<file path="config.mk">
export PLATFORM = sky130hd
export DESIGN_NAME = cc_update
export DESIGN_NICKNAME = d
export VERILOG_FILES = /design/src/logic/flag_eval.v /design/src/logic/axi_lite_slave.v /design/src/logic/cc_update.v
export VERILOG_INCLUDE_DIRS = /design/src /design/src/logic
export SDC_FILE = /design/constraint.sdc
export NUM_CORES = 1
export LEC_CHECK = 0
export ABC_AREA = 1
export BUFFER_PORTS_ARGS = -buffer_cell sky130_fd_sc_hd__clkbuf_2
export CAP_MARGIN = 20
export CELL_PAD_IN_SITES_DETAIL_PLACEMENT = 1
export CELL_PAD_IN_SITES_GLOBAL_PLACEMENT = 1
export CORE_AREA = 2 2 121 123
export CTS_BUF_LIST = sky130_fd_sc_hd__clkbuf_16
export DETAILED_ROUTE_END_ITERATION = 10
export DIE_AREA = 0 0 123 125
export PLACE_DENSITY_LB_ADDON = 0.1
export SYNTH_ARGS = -nofsm -noshare
export SYNTH_HDL_FRONTEND = slang
export SYNTH_HIERARCHICAL = 1
export SYNTH_SLANG_ARGS = --single-unit
export TNS_END_PERCENT = 10
</file>
<file path="constraint.sdc">
create_clock -name sys_clk -period 2.7 [get_ports sys_clk]
set_input_delay 0 -clock sys_clk [delete_from_list [all_inputs] [get_ports sys_clk]]
set_output_delay 0 -clock sys_clk [all_outputs]
set_load 0.02 [all_outputs]
</file>
<file path="src/logic/cc_update_consts.vh">
// constants for the condition code update logic
`ifndef CC_UPDATE_CONSTS_VH
`define CC_UPDATE_CONSTS_VH

// status word bit positions
`define SR_C        0
`define SR_V        1
`define SR_Z        2
`define SR_N        3
`define SR_U        4
`define SR_E        5
`define SR_L        6
`define SR_I0       8
`define SR_I1       9
`define SR_LF       15
`define SR_RESET    16'h0300

// operand bit positions
`define ACC_MSB     35
`define Y_MSB       31
`define D16_MSB     15
`define ACC_LSH_C   31
`define ACC_RSH_C   16
`define LSB         0
`define N_SAT_BIT   31
`define N_WIDE_BIT  35

// destination kinds
`define DST_ACC     2'h0
`define DST_Y       2'h1
`define DST_D16     2'h2
`define DST_SW      2'h3

// instruction classes
`define OP_NOP      5'h00
`define OP_ARITH    5'h01
`define OP_LOGIC    5'h02
`define OP_TEST     5'h03
`define OP_ASL      5'h04
`define OP_ASR      5'h05
`define OP_LSHL     5'h06
`define OP_LSHR     5'h07
`define OP_DIV      5'h08
`define OP_BFHI     5'h09
`define OP_BFLO     5'h0a
`define OP_MOVE     5'h0b
`define OP_IMPY     5'h0c
`define OP_SRAC     5'h0d
`define OP_LONG_ARITH_SHIFT_LEFT     5'h0e
`define OP_RTI      5'h0f
`define OP_TRAP     5'h10
`define OP_SWI      5'h11
`define OP_DO       5'h12
`define OP_LOOP_EXIT    5'h13
`define OP_JUMP     5'h14

// register map
`define ADDR_MODE   8'h00
`define ADDR_STATUS 8'h04
`define MODE_SA     0
`define MODE_CC     1
`define RESP_OKAY   2'h0
`define RESP_SLVERR 2'h2

`endif

</file>
<file path="src/logic/flag_eval.v">
// width-dependent negative, zero, fit and mask test terms
`timescale 1ns/1ps
`include "cc_update_consts.vh"

module flag_eval (
    // value under test
    input  wire [35:0] value,
    input  wire        accSel,
    // bit-field operand and mask
    input  wire [15:0] operand,
    input  wire [15:0] mask,
    // results
    output wire        n16,
    output wire        z16,
    output wire        z32,
    output wire        z36,
    output wire        fits16,
    output wire        allSet,
    output wire        allClr
);
    // an accumulator keeps its 16-bit word in the upper half
    wire [15:0] field = accSel ? value[31:16] : value[15:0];

    assign n16    = field[15];
    assign z16    = (field == 16'h0000);
    assign z32    = (value[31:0] == 32'h00000000);
    assign z36    = (value == 36'h000000000);
    assign fits16 = (&value[35:15]) | ~(|value[35:15]);
    assign allSet = ((operand & mask) == mask);
    assign allClr = ((operand & mask) == 16'h0000);
endmodule

</file>
<file path="src/logic/axi_lite_slave.v">
// axi4-lite slave holding the mode word and reading back status
`timescale 1ns/1ps
`include "cc_update_consts.vh"

module axi_lite_slave (
    // clock and control
    input  wire        sys_clk,
    input  wire        reset,
    input  wire        clkEn,
    // write channels
    input  wire [7:0]  awaddr,
    input  wire        awvalid,
    output reg         awready,
    input  wire [31:0] wdata,
    input  wire [3:0]  wstrb,
    input  wire        wvalid,
    output reg         wready,
    output reg  [1:0]  bresp,
    output reg         bvalid,
    input  wire        bready,
    // read channels
    input  wire [7:0]  araddr,
    input  wire        arvalid,
    output reg         arready,
    output reg  [31:0] rdata,
    output reg  [1:0]  rresp,
    output reg         rvalid,
    input  wire        rready,
    // block state
    input  wire [15:0] statusWord,
    input  wire        nestedLoop,
    output reg         satMode_r,
    output reg         ccMode_r
);
    reg  [7:0]  awAddr_r;
    reg         awHave_r;
    reg  [31:0] wData_r;
    reg         wStrb0_r;
    reg         wHave_r;

    wire awTake = awvalid & awready;
    wire wTake  = wvalid & wready;
    wire doWr   = awHave_r & wHave_r & ~bvalid;

    always @(posedge sys_clk) begin
        if (reset) begin
            awready   <= 1'b0;
            wready    <= 1'b0;
            awHave_r  <= 1'b0;
            wHave_r   <= 1'b0;
            awAddr_r  <= 8'h00;
            wData_r   <= 32'h00000000;
            wStrb0_r  <= 1'b0;
            bvalid    <= 1'b0;
            bresp     <= `RESP_OKAY;
            arready   <= 1'b0;
            rvalid    <= 1'b0;
            rresp     <= `RESP_OKAY;
            rdata     <= 32'h00000000;
            satMode_r <= 1'b0;
            ccMode_r  <= 1'b0;
        end else if (clkEn) begin
            awready <= ~awHave_r & ~awTake & ~doWr;
            wready  <= ~wHave_r & ~wTake & ~doWr;
            if (awTake) begin
                awHave_r <= 1'b1;
                awAddr_r <= awaddr;
            end
            if (wTake) begin
                wHave_r  <= 1'b1;
                wData_r  <= wdata;
                wStrb0_r <= wstrb[0];
            end
            if (doWr) begin
                awHave_r <= 1'b0;
                wHave_r  <= 1'b0;
                bvalid   <= 1'b1;
                if (awAddr_r == `ADDR_MODE) begin
                    bresp <= `RESP_OKAY;
                    if (wStrb0_r) begin
                        satMode_r <= wData_r[`MODE_SA];
                        ccMode_r  <= wData_r[`MODE_CC];
                    end
                end else begin
                    bresp <= `RESP_SLVERR;
                end
            end else if (bvalid & bready) begin
                bvalid <= 1'b0;
            end
            arready <= ~rvalid & ~(arvalid & arready);
            if (arvalid & arready) begin
                rvalid <= 1'b1;
                rresp  <= `RESP_OKAY;
                case (araddr)
                    `ADDR_MODE: begin
                        rdata <= {29'h0, nestedLoop, ccMode_r, satMode_r};
                    end
                    `ADDR_STATUS: begin
                        rdata <= {16'h0000, statusWord};
                    end
                    default: begin
                        rdata <= 32'h00000000;
                        rresp <= `RESP_SLVERR;
                    end
                endcase
            end else if (rvalid & rready) begin
                rvalid <= 1'b0;
            end
        end
    end
endmodule

</file>
<file path="src/logic/cc_update.v">
// condition code and control bit update for the 16-bit core
//
// How it works
// - bad opcode trap sets both interrupt mask bits.
// - software trap sets both mask bits, arithmetic flags untouched.
// - arithmetic left shift: overflow when destination top bit changes.
// - arithmetic left shift: carry is source top bit before shifting.
// - arithmetic right shift: carry is source bit 0.
// - set-bit field test: carry when all masked bits are one.
// - clear-bit field test: carry when all masked bits are zero.
// - field operation on status word may change every masked bit.
// - division step: carry is inverse of result top bit.
// - logical left shift and rotate: carry from bit 31 or bit 15.
// - logical right shift and rotate: carry from bit 16 or bit 0.
// - interrupt return restores status flags from the popped word.
// - move to status word loads all bits; other moves change only the limit flag.
// - integer multiply: overflow when product does not fit 16 bits.
// - accumulating right shifts: negative from bit 31 or bit 35.
// - integer multiply negative: 16-bit rule when both modes zero.
// - long left shift negative: cleared in 16-bit flag mode.
// - limit flag set on overflow or on limited accumulator read.
// - 16-bit marked flags use standard rules on 16-bit width.
`timescale 1ns/1ps
`include "cc_update_consts.vh"

module cc_update (
    // clock and control
    input  wire        sys_clk,
    input  wire        reset,
    input  wire        clkEn,
    // instruction from decode
    input  wire        opValid,
    input  wire [4:0]  opCode,
    input  wire [1:0]  dstKind,
    // operands and results from the datapath
    input  wire [35:0] srcVal,
    input  wire [35:0] resVal,
    input  wire [15:0] bfMask,
    input  wire [15:0] popVal,
    input  wire [5:0]  arithFlags,
    input  wire        specialN,
    input  wire        limitReq,
    // status outputs
    output reg  [15:0] statusWord_r,
    output reg         nestedLoop_r,
    // axi4-lite register port
    input  wire [7:0]  awaddr,
    input  wire        awvalid,
    output wire        awready,
    input  wire [31:0] wdata,
    input  wire [3:0]  wstrb,
    input  wire        wvalid,
    output wire        wready,
    output wire [1:0]  bresp,
    output wire        bvalid,
    input  wire        bready,
    input  wire [7:0]  araddr,
    input  wire        arvalid,
    output wire        arready,
    output wire [31:0] rdata,
    output wire [1:0]  rresp,
    output wire        rvalid,
    input  wire        rready
);
    reg  [15:0] srNxt;
    reg         nlNxt;
    reg         newV;
    wire        satMode;
    wire        ccMode;
    wire        accSel;
    wire        srcMsb;
    wire        resMsb;
    wire        n16;
    wire        z16;
    wire        z32;
    wire        z36;
    wire        fits16;
    wire        allSet;
    wire        allClr;

    // top bit of an operand by its kind
    function msbOf;
        input [1:0]  kind;
        input [35:0] v;
        begin
            case (kind)
                `DST_ACC: begin
                    msbOf = v[`ACC_MSB];
                end
                `DST_Y: begin
                    msbOf = v[`Y_MSB];
                end
                default: begin
                    msbOf = v[`D16_MSB];
                end
            endcase
        end
    endfunction

    assign accSel = (dstKind == `DST_ACC);
    assign srcMsb = msbOf(dstKind, srcVal);
    assign resMsb = msbOf(dstKind, resVal);

    flag_eval u_flags (
        .value   (resVal),
        .accSel  (accSel),
        .operand (srcVal[15:0]),
        .mask    (bfMask),
        .n16     (n16),
        .z16     (z16),
        .z32     (z32),
        .z36     (z36),
        .fits16  (fits16),
        .allSet  (allSet),
        .allClr  (allClr)
    );

    axi_lite_slave u_regs (
        .sys_clk    (sys_clk),
        .reset      (reset),
        .clkEn      (clkEn),
        .awaddr     (awaddr),
        .awvalid    (awvalid),
        .awready    (awready),
        .wdata      (wdata),
        .wstrb      (wstrb),
        .wvalid     (wvalid),
        .wready     (wready),
        .bresp      (bresp),
        .bvalid     (bvalid),
        .bready     (bready),
        .araddr     (araddr),
        .arvalid    (arvalid),
        .arready    (arready),
        .rdata      (rdata),
        .rresp      (rresp),
        .rvalid     (rvalid),
        .rready     (rready),
        .statusWord (statusWord_r),
        .nestedLoop (nestedLoop_r),
        .satMode_r  (satMode),
        .ccMode_r   (ccMode)
    );

    always @* begin
        srNxt = statusWord_r;
        nlNxt = nestedLoop_r;
        newV  = 1'b0;
        if (opValid) begin
            case (opCode)
                `OP_ARITH: begin
                    srNxt[`SR_E] = arithFlags[5];
                    srNxt[`SR_U] = arithFlags[4];
                    srNxt[`SR_N] = arithFlags[3];
                    srNxt[`SR_Z] = arithFlags[2];
                    srNxt[`SR_V] = arithFlags[1];
                    srNxt[`SR_C] = arithFlags[0];
                    newV         = arithFlags[1];
                end
                `OP_LOGIC: begin
                    srNxt[`SR_N] = n16;
                    srNxt[`SR_Z] = z16;
                    srNxt[`SR_V] = 1'b0;
                end
                `OP_TEST: begin
                    srNxt[`SR_E] = arithFlags[5];
                    srNxt[`SR_U] = arithFlags[4];
                    srNxt[`SR_N] = resVal[`N_WIDE_BIT];
                    srNxt[`SR_Z] = z36;
                    srNxt[`SR_V] = 1'b0;
                    srNxt[`SR_C] = 1'b0;
                end
                `OP_ASL: begin
                    srNxt[`SR_E] = arithFlags[5];
                    srNxt[`SR_U] = arithFlags[4];
                    srNxt[`SR_N] = resMsb;
                    srNxt[`SR_Z] = accSel ? z36 : z32;
                    newV         = srcMsb ^ resMsb;
                    srNxt[`SR_V] = newV;
                    srNxt[`SR_C] = srcMsb;
                end
                `OP_ASR: begin
                    srNxt[`SR_E] = arithFlags[5];
                    srNxt[`SR_U] = arithFlags[4];
                    srNxt[`SR_N] = resMsb;
                    srNxt[`SR_Z] = accSel ? z36 : z32;
                    srNxt[`SR_V] = 1'b0;
                    srNxt[`SR_C] = srcVal[`LSB];
                end
                `OP_LSHL: begin
                    srNxt[`SR_N] = n16;
                    srNxt[`SR_Z] = z16;
                    srNxt[`SR_V] = 1'b0;
                    srNxt[`SR_C] = accSel ? srcVal[`ACC_LSH_C] : srcVal[`D16_MSB];
                end
                `OP_LSHR: begin
                    srNxt[`SR_N] = n16;
                    srNxt[`SR_Z] = z16;
                    srNxt[`SR_V] = 1'b0;
                    srNxt[`SR_C] = accSel ? srcVal[`ACC_RSH_C] : srcVal[`LSB];
                end
                `OP_DIV: begin
                    newV         = srcMsb ^ resMsb;
                    srNxt[`SR_V] = newV;
                    srNxt[`SR_C] = ~resMsb;
                end
                `OP_BFHI: begin
                    srNxt[`SR_C] = allSet;
                    if (dstKind == `DST_SW) begin
                        srNxt = (srNxt & ~bfMask) | (resVal[15:0] & bfMask);
                    end
                end
                `OP_BFLO: begin
                    srNxt[`SR_C] = allClr;
                    if (dstKind == `DST_SW) begin
                        srNxt = (srNxt & ~bfMask) | (resVal[15:0] & bfMask);
                    end
                end
                `OP_MOVE: begin
                    if (dstKind == `DST_SW) begin
                        srNxt = srcVal[15:0];
                    end
                end
                `OP_IMPY: begin
                    newV         = ~fits16;
                    srNxt[`SR_V] = newV;
                    srNxt[`SR_Z] = z16;
                    srNxt[`SR_N] = (~satMode & ~ccMode) ? n16 : specialN;
                end
                `OP_SRAC: begin
                    srNxt[`SR_N] = satMode ? resVal[`N_SAT_BIT] : resVal[`N_WIDE_BIT];
                    srNxt[`SR_Z] = z36;
                end
                `OP_LONG_ARITH_SHIFT_LEFT: begin
                    srNxt[`SR_N] = ccMode ? 1'b0 : specialN;
                    srNxt[`SR_Z] = z32;
                end
                `OP_RTI: begin
                    srNxt = popVal;
                end
                `OP_TRAP: begin
                    srNxt[`SR_I1] = 1'b1;
                    srNxt[`SR_I0] = 1'b1;
                end
                `OP_SWI: begin
                    srNxt[`SR_I1] = 1'b1;
                    srNxt[`SR_I0] = 1'b1;
                end
                `OP_DO: begin
                    // the outer loop state moves into the nesting bit
                    nlNxt         = statusWord_r[`SR_LF];
                    srNxt[`SR_LF] = 1'b1;
                end
                `OP_LOOP_EXIT: begin
                    // loop bits unwind, flags stay
                    srNxt[`SR_LF] = nestedLoop_r;
                    nlNxt         = 1'b0;
                end
                default: begin
                    srNxt = statusWord_r;
                end
            endcase
            // limit is sticky; word loads bring their own value
            if (opCode != `OP_RTI && !(opCode == `OP_MOVE && dstKind == `DST_SW)) begin
                if (newV | limitReq) begin
                    srNxt[`SR_L] = 1'b1;
                end
            end
        end
    end

    always @(posedge sys_clk) begin
        if (reset) begin
            statusWord_r <= `SR_RESET;
            nestedLoop_r <= 1'b0;
        end else if (clkEn) begin
            statusWord_r <= srNxt;
            nestedLoop_r <= nlNxt;
        end
    end
endmodule

</file>
; ---- Word-level counts from Yosys, hierarchy flattened
; Cells that the tools add are included.
; W data, S select, Z words.
[op_classes]
eq_ne = 27
muxes = 36
bitwise_logic = 36
reduce_logical = 49
[op_table]
columns = op, n
row1 = $and A16 B16 Y16, 4
row2 = $mux W16, 4
row3 = $eq A5 B4 Y1 const B, 8
row4 = $logic_not A36 Y1, 1
row5 = $reduce_and A6 Y1, 6
row6 = $logic_not A16 Y1, 2
row7 = $logic_not A32 Y1, 1
row8 = $or A16 B16 Y16, 2
row9 = $pmux W16 S2, 1
row10 = $pmux W2 S11, 1
row11 = $reduce_bool A11 Y1, 2
row12 = $reduce_and A21 Y1, 1
row13 = $reduce_or A21 Y1, 1
row14 = $eq A5 B3 Y1 const B, 4
row15 = $eq A5 B5 Y1 const B, 4
row16 = $pmux W2 S5, 2
row17 = $pmux W5 S4, 1
row18 = $reduce_and A2 Y1, 9
row19 = $mux W1, 17
row20 = $eq A16 B16 Y1, 1
row21 = $logic_not A8 Y1, 2
row22 = $not A16 Y16, 1
row23 = $and A1 B1 Y1, 13
row24 = $not A1 Y1, 13
row25 = other kinds (30), 47
[totals]
reg_bits = 73
in_bits = 180
out_inout_bits = 58
wordCells = 172

; ---- Longest topological paths before layout
; Gate-level depths: netlist of the first run.
[logic_depth]
ltp_word = 9
depth_mapped = 14
ltp_nobuf = 14

; ---- Modules after synthesis
; The synthesis of the first run kept the hierarchy.
[by_module_without_submodules]
columns = mod, n_inst, cells_each, area_per_inst_um2, seq_area_each_um2
row1 = cc_update, 1, 367, 2004.4, 340.3
row2 = axi_lite_slave, 1, 217, 1672.9, 760.7
row3 = flag_eval, 1, 137, 573.0, 0.0

; ---- Worst setup path after synthesis of the first run
; No wires, ideal clock.
[synth_timing]
path_type = input -> register
startpoint = in dstKind[0]
endpoint = reg statusWord_r[2]
setup_ps = 115
arrival_ps = 1168
t_required_ps = 2585
path_slack_ps = 1416
path_stages = 10
path_buffers = 0
path_cell_list = nor2_1 > nand2_1 > nand2_2 > nor2_2 > nand3_1 > nor2_1 > a21oi_1 > nand3_1 > o21ai_0 > inv_1
[synth_via]
elab_chain_cells = 4
[synth_lines]
columns = item, line
row1 = from (decl), cc_update.v:34  ; input wire [1:0] dstKind,
row2 = $logic_not A2 Y1, -
row3 = $mux W16, flag_eval.v:22  ; wire [15:0] field = accSel ? value[31:16] : value[15:0];
row4 = net n16, cc_update.v:73  ; wire n16;
row5 = $logic_not A16 Y1, flag_eval.v:25  ; assign z16 = (field == 16'h0000);
row6 = net z16, cc_update.v:74  ; wire z16;
row7 = $pmux W2 S11, cc_update.v:150  ; case (opCode)
row8 = to (signal assigned), cc_update.v:274  ; statusWord_r <= `SR_RESET;
row9 = to (signal assigned), cc_update.v:277  ; statusWord_r <= srNxt;
row10 = to (decl), cc_update.v:44  ; output reg [15:0] statusWord_r,
; The timed path passes the listed nets, and every way through them passes these cells.
; A chain may end at the register's enable or synchronous reset.

; ---- Worst setup path in the final report of the first run
[layout_timing]
startpoint = in opCode[4]
endpoint = reg statusWord_r[2]
[layout_via]
elab_chain_cells = 4
[layout_lines]
columns = item, line
row1 = from (decl), cc_update.v:33  ; input wire [4:0] opCode,
row2 = $eq A5 B3 Y1 / $eq A5 B2 Y1 (equally long branches), cc_update.v:150
row3 = $reduce_or A3 Y1 (no line) / $reduce_or A2 Y1 (equally long branches), -
row4 = $reduce_bool A11 Y1 (no line), -
row5 = $reduce_and A6 Y1 (no line), -
; Parallel ways exist; a longest one is shown, timed or not.

==> results of run 1 <==
[final cells by class]
cell class	instances	area, um2
clock buffer	5	125
tap	184	230
inverter	94	353
timing repair buffer	174	891
multi-input combinational	553	2600
clock inverter	2	37.5
sequential	55	1100
fill	1974	8860
[metal layers]
layer | GRT usage | part of all wire | wire length (um)
met1 | 0.293 | 0.46 | 8090
met2 | 0.400 | 0.48 | 8550
met3 | 0.0251 | 0.039 | 687
met4 | 0.0555 | 0.018 | 320
met5 | 0 | 0 | 0
[cell usage after synthesis, drive strengths merged]
cell type	count
a211oi	2
a21oi	55
a22o	1
a31oi	5
and2	1
and3	1
buf	35
clkbuf	1
conb	1
dfxtp	55
inv	94
mux2	6
nand2	206
nand3	57
nand3b	1
nand4	14
nor2	102
nor3	8
nor4	1
o2111ai	2
o211a	2
o211ai	7
o21a	3
o21ai	54
o22ai	6
o31ai	1
[final timing paths]
check | from | end | slack [ns] | cells past startpoint
min | awaddr[4] | u_regs/awAddr_r[4]$_SDFFE_PP0P_ | 0.007 | 3
min reg2reg | u_regs/awAddr_r[4]$_SDFFE_PP0P_ | u_regs/awAddr_r[4]$_SDFFE_PP0P_ | 0.45 | 2
max | opCode[4] | statusWord_r[2]$_SDFFE_PP0P_ | 1.31 | 12
max reg2reg | statusWord_r[3]$_SDFFE_PP0P_ | statusWord_r[3]$_SDFFE_PP0P_ | 1.32 | 8
[placed cells by master, fill, tap and decap left out, types with 6 or more instances in the layout]
| cell type | instances |
|---|---|
| a21oi_1 | 55 |
| clkbuf_2 | 169 |
| conb_1 | 18 |
| dfxtp_1 | 55 |
| inv_1 | 82 |
| inv_2 | 12 |
| mux2_2 | 6 |
| nand2_1 | 195 |
| nand2_2 | 10 |
| nand3_1 | 54 |
| nand4_1 | 14 |
| nor2_1 | 93 |
| nor3_1 | 7 |
| o211ai_1 | 6 |
| o21ai_0 | 47 |
| o21ai_1 | 7 |
| o22ai_1 | 6 |
[registers in the layout, indices dropped and copies added, names as in the netlist, 2 cells and up]
signal and flops:
u_regs/wData_r 2, u_regs/rdata 16, u_regs/awAddr_r 8, statusWord_r 16
[cells by family (layout without fill, tap and decap cells)]
kind of cell           Yosys count  in the layout  share of synthesized area
AO/OA/AOI/OAI                  138            138                      0.180
buffers and inverters          130            275                      0.144
flip-flops                      55             55                      0.259
multiplexers                     6              6                     0.0159
other                            1             18                   0.000882
AND/OR/NAND/NOR                391            391                      0.401
[through the flow]
stage / instance area (um2) / hold slack, ns
CTS: 5340 / 0.00186
detailed placement: 5150 / 0.293
floorplan: 4310 / 0.0691
global placement: 5150 / 0.271
global route: 5340 / 0.0165
finish: 5340 / 0.00739
[worst max-delay path, stage by stage]
cell,delay (ns)
clkbuf_2,0.14
inv_2,0.22
nand3_1,0.24
nor2_4,0.19
nand2_2,0.08
inv_2,0.23
nand2_1,0.12
nand2_1,0.08
nor2_1,0.04
nand3_1,0.11
o21ai_0,0.10
inv_1,0.07
[power breakdown]
group | switching [mW] | total (mW) | internal [mW]
registers | 0.0254 | 0.869 | 0.843
logic | 0.341 | 0.522 | 0.181
clock network | 0.301 | 0.734 | 0.433
total | 0.667 | 2.13 | 1.46
==> results.cfg, run 1 <==
[yosys]
synthCells = 721
ys_types = 38
synth_seq_cells = 55
ys_warn_count = 6
ys_seq_area_frac = 0.259
syn-cell-area_um2 = 4250
synth_area_per_cell_um2 = 5.90
synth_top_area_frac = 0.259
yosys-top-cells-area = dfxtp_1 (26%), nand2_1 (17%), nor2_1 (8.2%)
synth_area_leader_cell = dfxtp_1

[global_routing]
grt_pass1_wl_mm = 27.4
antenna_found_initial = 0
grt_usage = 0.227
grt_pass1_vias = 5385
grt_max_degree = 36
overflow = 0

[final_layout]
drive_gt1_frac = 0.250
final_cell_count_no_fill = 1067
final_util = 0.376
nNetsFinal = 1063
antenna_cells = 0
area_growth_pct = 25.6

[drt]
first_pass_iters = 4
wire_per_inst_um = 16.5
routed_wl_mm = 17.6
drt_iter0_drc = 241
detail-route-antenna-nets = 0
routed_via_density = 4.85
drc = 0
vias = 5179

[power_and_ir_drop]
power_mw = 2.13
vdd_drop_max_mv = 0.281
p_per_area_nw_per_um2 = 398
power_leakage_nw = 2.75

[sta]
tightestPinTransition_ns = 0.969
fin_crit_sh = 0.516
finalSetupViolations = 0
hold_viol_final = 0
min_period_ns = 1.39
setup-tns-final_ns = 0
slew_headroom = 0.353
max_freq_mhz = 718
fin_ws_ns = 1.31
rsz0062_at_grt = false
finClkSkew_ns = 0.00155
slew_viol_final = 0

[setup_path]
crit_type = input port to flop
crit_path_end_kind = flop
cp_data_arrival_time_ns = 1.63
worstPathRequired_ns = 2.94
crit_fanout = 15
start_kind = input port

[clock_network]
cts_setup_buffers = 0
numCtsBuffers = 5
cts.sinks = 55
clk_pin_slew_ns = 0.07
cts_buffer_depth = 2
cts_root_buf = clkbuf_16
cts-hold-fix-buffers = 3
cts_resized = 0
h-tree-depth = 2
clock_latency_ns = 0.29
cts_tree = yes

[place]
pre_cts_ws_ns = 0.993
globalplace.congestion = 0.867
place_inst = 1057
numPortBuffers = 169
dp_hpwl_mm = 14.7

[min_path]
hp-class = input port to flop

[job]
maxCapViolations = 0

[floorplan]
die_w_um = 123
start_util = 0.299
core.rowCount = 44
fp.dieH_um = 125
core_area_um2 = 14200
ios = 238
die_area_um2 = 15400

[status]
status = completed
(Power assumes the default switching activity.)
==> run 2: changes to the inputs <==
CORE_AREA = 2 2 125 127   (was 2 2 121 123)
DIE_AREA = 0 0 127 129   (was 0 0 123 125)
clock period = 1.3 ns   (was 2.7 ns; I/O delays follow)
==> run 2 against run 1 <==
Net effect: clock power rose by 88%; register-to-register slack got worse by 1.2 ns; first-iteration DRC count rose by 29%; sequential share of layout area fell by 2.7 points; worst setup slack got worse by 1.2 ns; clock skew rose by 0.0074 ns; largest cell class unchanged; largest power group unchanged; via count rose by 9.1%.
==> results.cfg, run 2 (synthesis gave the netlist of run 1 again) <==
[floorplan]
core_area_um2 = 15000
die_w_um = 127
ios = 238
fp.dieH_um = 129
core.rowCount = 45
die_area_um2 = 16400
start_util = 0.284

[clock_network]
cts.sinks = 55
cts_tree = yes
clock_latency_ns = 0.30
h-tree-depth = 2
clk_pin_slew_ns = 0.08
numCtsBuffers = 5
cts_buffer_depth = 2
cts_root_buf = clkbuf_16

[global_routing]
grt_pass1_vias = 5948
grt_usage = 0.234
overflow = 0
antenna_found_initial = 0
grt_max_degree = 35
grt_pass1_wl_mm = 30.6

[drt]
wire_per_inst_um = 16.4
drc = 0
routed_via_density = 4.81
first_pass_iters = 4
drt_iter0_drc = 311
detail-route-antenna-nets = 0
routed_wl_mm = 19.3
vias = 5652

[place]
numPortBuffers = 169
pre_cts_ws_ns = -0.138
globalplace.congestion = 0.915
place_inst = 1165
placed_cell_area_um2 = 5970
dp_hpwl_mm = 16.6

[final_layout]
final_cell_count_no_fill = 1176
mostFrequentLayoutCells = nand2_1 (195), clkbuf_2 (169), buf_4 (103)
final_common_cell = nand2_1
regArea_um2 = 1110
antenna_cells = 0
multi_input_area_um2 = 2630
nNetsFinal = 1167
final_util = 0.412
reg_top3 = statusWord_r: 16 flops, u_regs/rdata: 16 flops, u_regs/awAddr_r: 8 flops
area_growth_pct = 45.3
drive_gt1_frac = 0.338
final_cell_area_um2 = 6180
fillers = 2096

[sta]
hold_viol_final = 0
fin_ws_ns = 0.125
setup-tns-final_ns = 0
finClkSkew_ns = 0.00895
fin_crit_sh = 0.904
finalSetupViolations = 0
min_period_ns = 1.18
slew_viol_final = 0
max_freq_mhz = 851

[setup_path]
critPathBufInv = 0
critPathLaunch = u_regs/ccMode_r$_SDFFE_PP0P_
cp_slowest_cell = dfxtp_4
cpPeakStageDelay_ns = 0.37
rrSetupSlack_ns = 0.12
start_kind = flop
r2r_cells = 8
cpLargestDelayFamily = simple AND/OR/NAND/NOR gates
crit_type = flop to flop
cp_data_arrival_time_ns = 1.36
rr_endpoint = statusWord_r[3]$_SDFFE_PP0P_
rr_startpoint = u_regs/ccMode_r$_SDFFE_PP0P_
crit_cells = 8
crit_chain = nor2_2 > o21ai_0 > nand2_1 > nand3_1 > nor2_1 > nand3_1 > nand2_1 > a21oi_1
crit_fanout = 3
worstPathRequired_ns = 1.48
cp-endpoint = statusWord_r[3]$_SDFFE_PP0P_
crit_path_end_kind = flop

[power_and_ir_drop]
power_frac_comb = 0.294
vdd_drop_max_mv = 0.500
p_int_mw = 3.01
power_leakage_nw = 3.26
pwr-share-clk = 0.308
power_frac_seq = 0.399
p_per_area_nw_per_um2 = 728
switching_share = 0.331
p_switching_mw = 1.49

[status]
status = completed

[job]
maxCapViolations = 0

[min_path]
hp-class = input port to flop
==> run 2: cell types whose count changed in the layout (fill, tap and decap cells not counted), moves of 2 or more <==
cell and delta:
buf_12 +3, nor2_2 +3, nor2_1 -4, dfxtp_4 +2
buf_4 +101, dfxtp_1 -3
==> run 2: per-stage QoR <==
stage	hold WS, ns	power (mW)
after floorplan	0.0691	2.47
after global placement	0.280	3.12
after detailed placement	0.279	3.14
after CTS	0.00488	4.53
after global routing	0.0323	4.75
final	0.00327	4.50
==> run 2: worst min-delay path, cell delays in order <==
cell and delay (ns):
clkbuf_2 0.08, o21ai_0 0.07, a21oi_1 0.11
==> run 2: cell type report <==
cell class                      instances  share of cell area
Multi-Input combinational cell        553               0.425
Timing Repair Buffer                  278               0.277
Sequential cell                        55               0.180
Inverter                               94              0.0571
Tap cell                              188              0.0381
Clock buffer                            5              0.0203
Clock inverter                          3             0.00324
==> run 2: layer usage <==
metal	vias up	share of wire	global-route usage	wire (um)
li1	2835	-	-	-
met1	2636	0.45	0.305	8610
met2	159	0.49	0.423	9360
met3	22	0.047	0.0150	914
met4	0	0.021	0.0614	397
met5	-	0	0	0
==> run 2: timing repair <==
| action | in CTS | in global routing |
|---|---|---|
| hold buffers | 3 | 0 |
| hold endpoints to repair | 3 | 0 |
| setup buffers | 0 | 0 |
| endpoints found under the setup margin | 0 | 2 |
| resized for setup | 0 | 13 |
==> run 2: worst min path at each step <==
stage	start	endpoint	slack, ns	cells after the start
3_5_place_dp	rready	u_regs/rvalid$_SDFFE_PP0P_	0.28	4
5_1_grt	awaddr[6]	u_regs/awAddr_r[6]$_SDFFE_PP0P_	0.03	3
3_3_place_gp	rready	u_regs/rvalid$_SDFFE_PP0P_	0.28	4
6_report	awaddr[1]	u_regs/awAddr_r[1]$_SDFFE_PP0P_	0.003	3
2_1_floorplan	reset	statusWord_r[1]$_SDFFE_PP0P_	0.07	1
4_1_cts	wdata[1]	u_regs/wData_r[1]$_SDFFE_PP0P_	0.005	3
==> run 2: power by group through the flow <==
stage / clock [mW] / combinational (mW) / sequential (mW)
2_1_floorplan: 0 / 0.577 / 1.89
3_3_place_gp: 0 / 1.28 / 1.84
3_5_place_dp: 0 / 1.30 / 1.84
4_1_cts: 1.41 / 1.32 / 1.80
5_1_grt: 1.48 / 1.46 / 1.80
6_report: 1.38 / 1.32 / 1.79
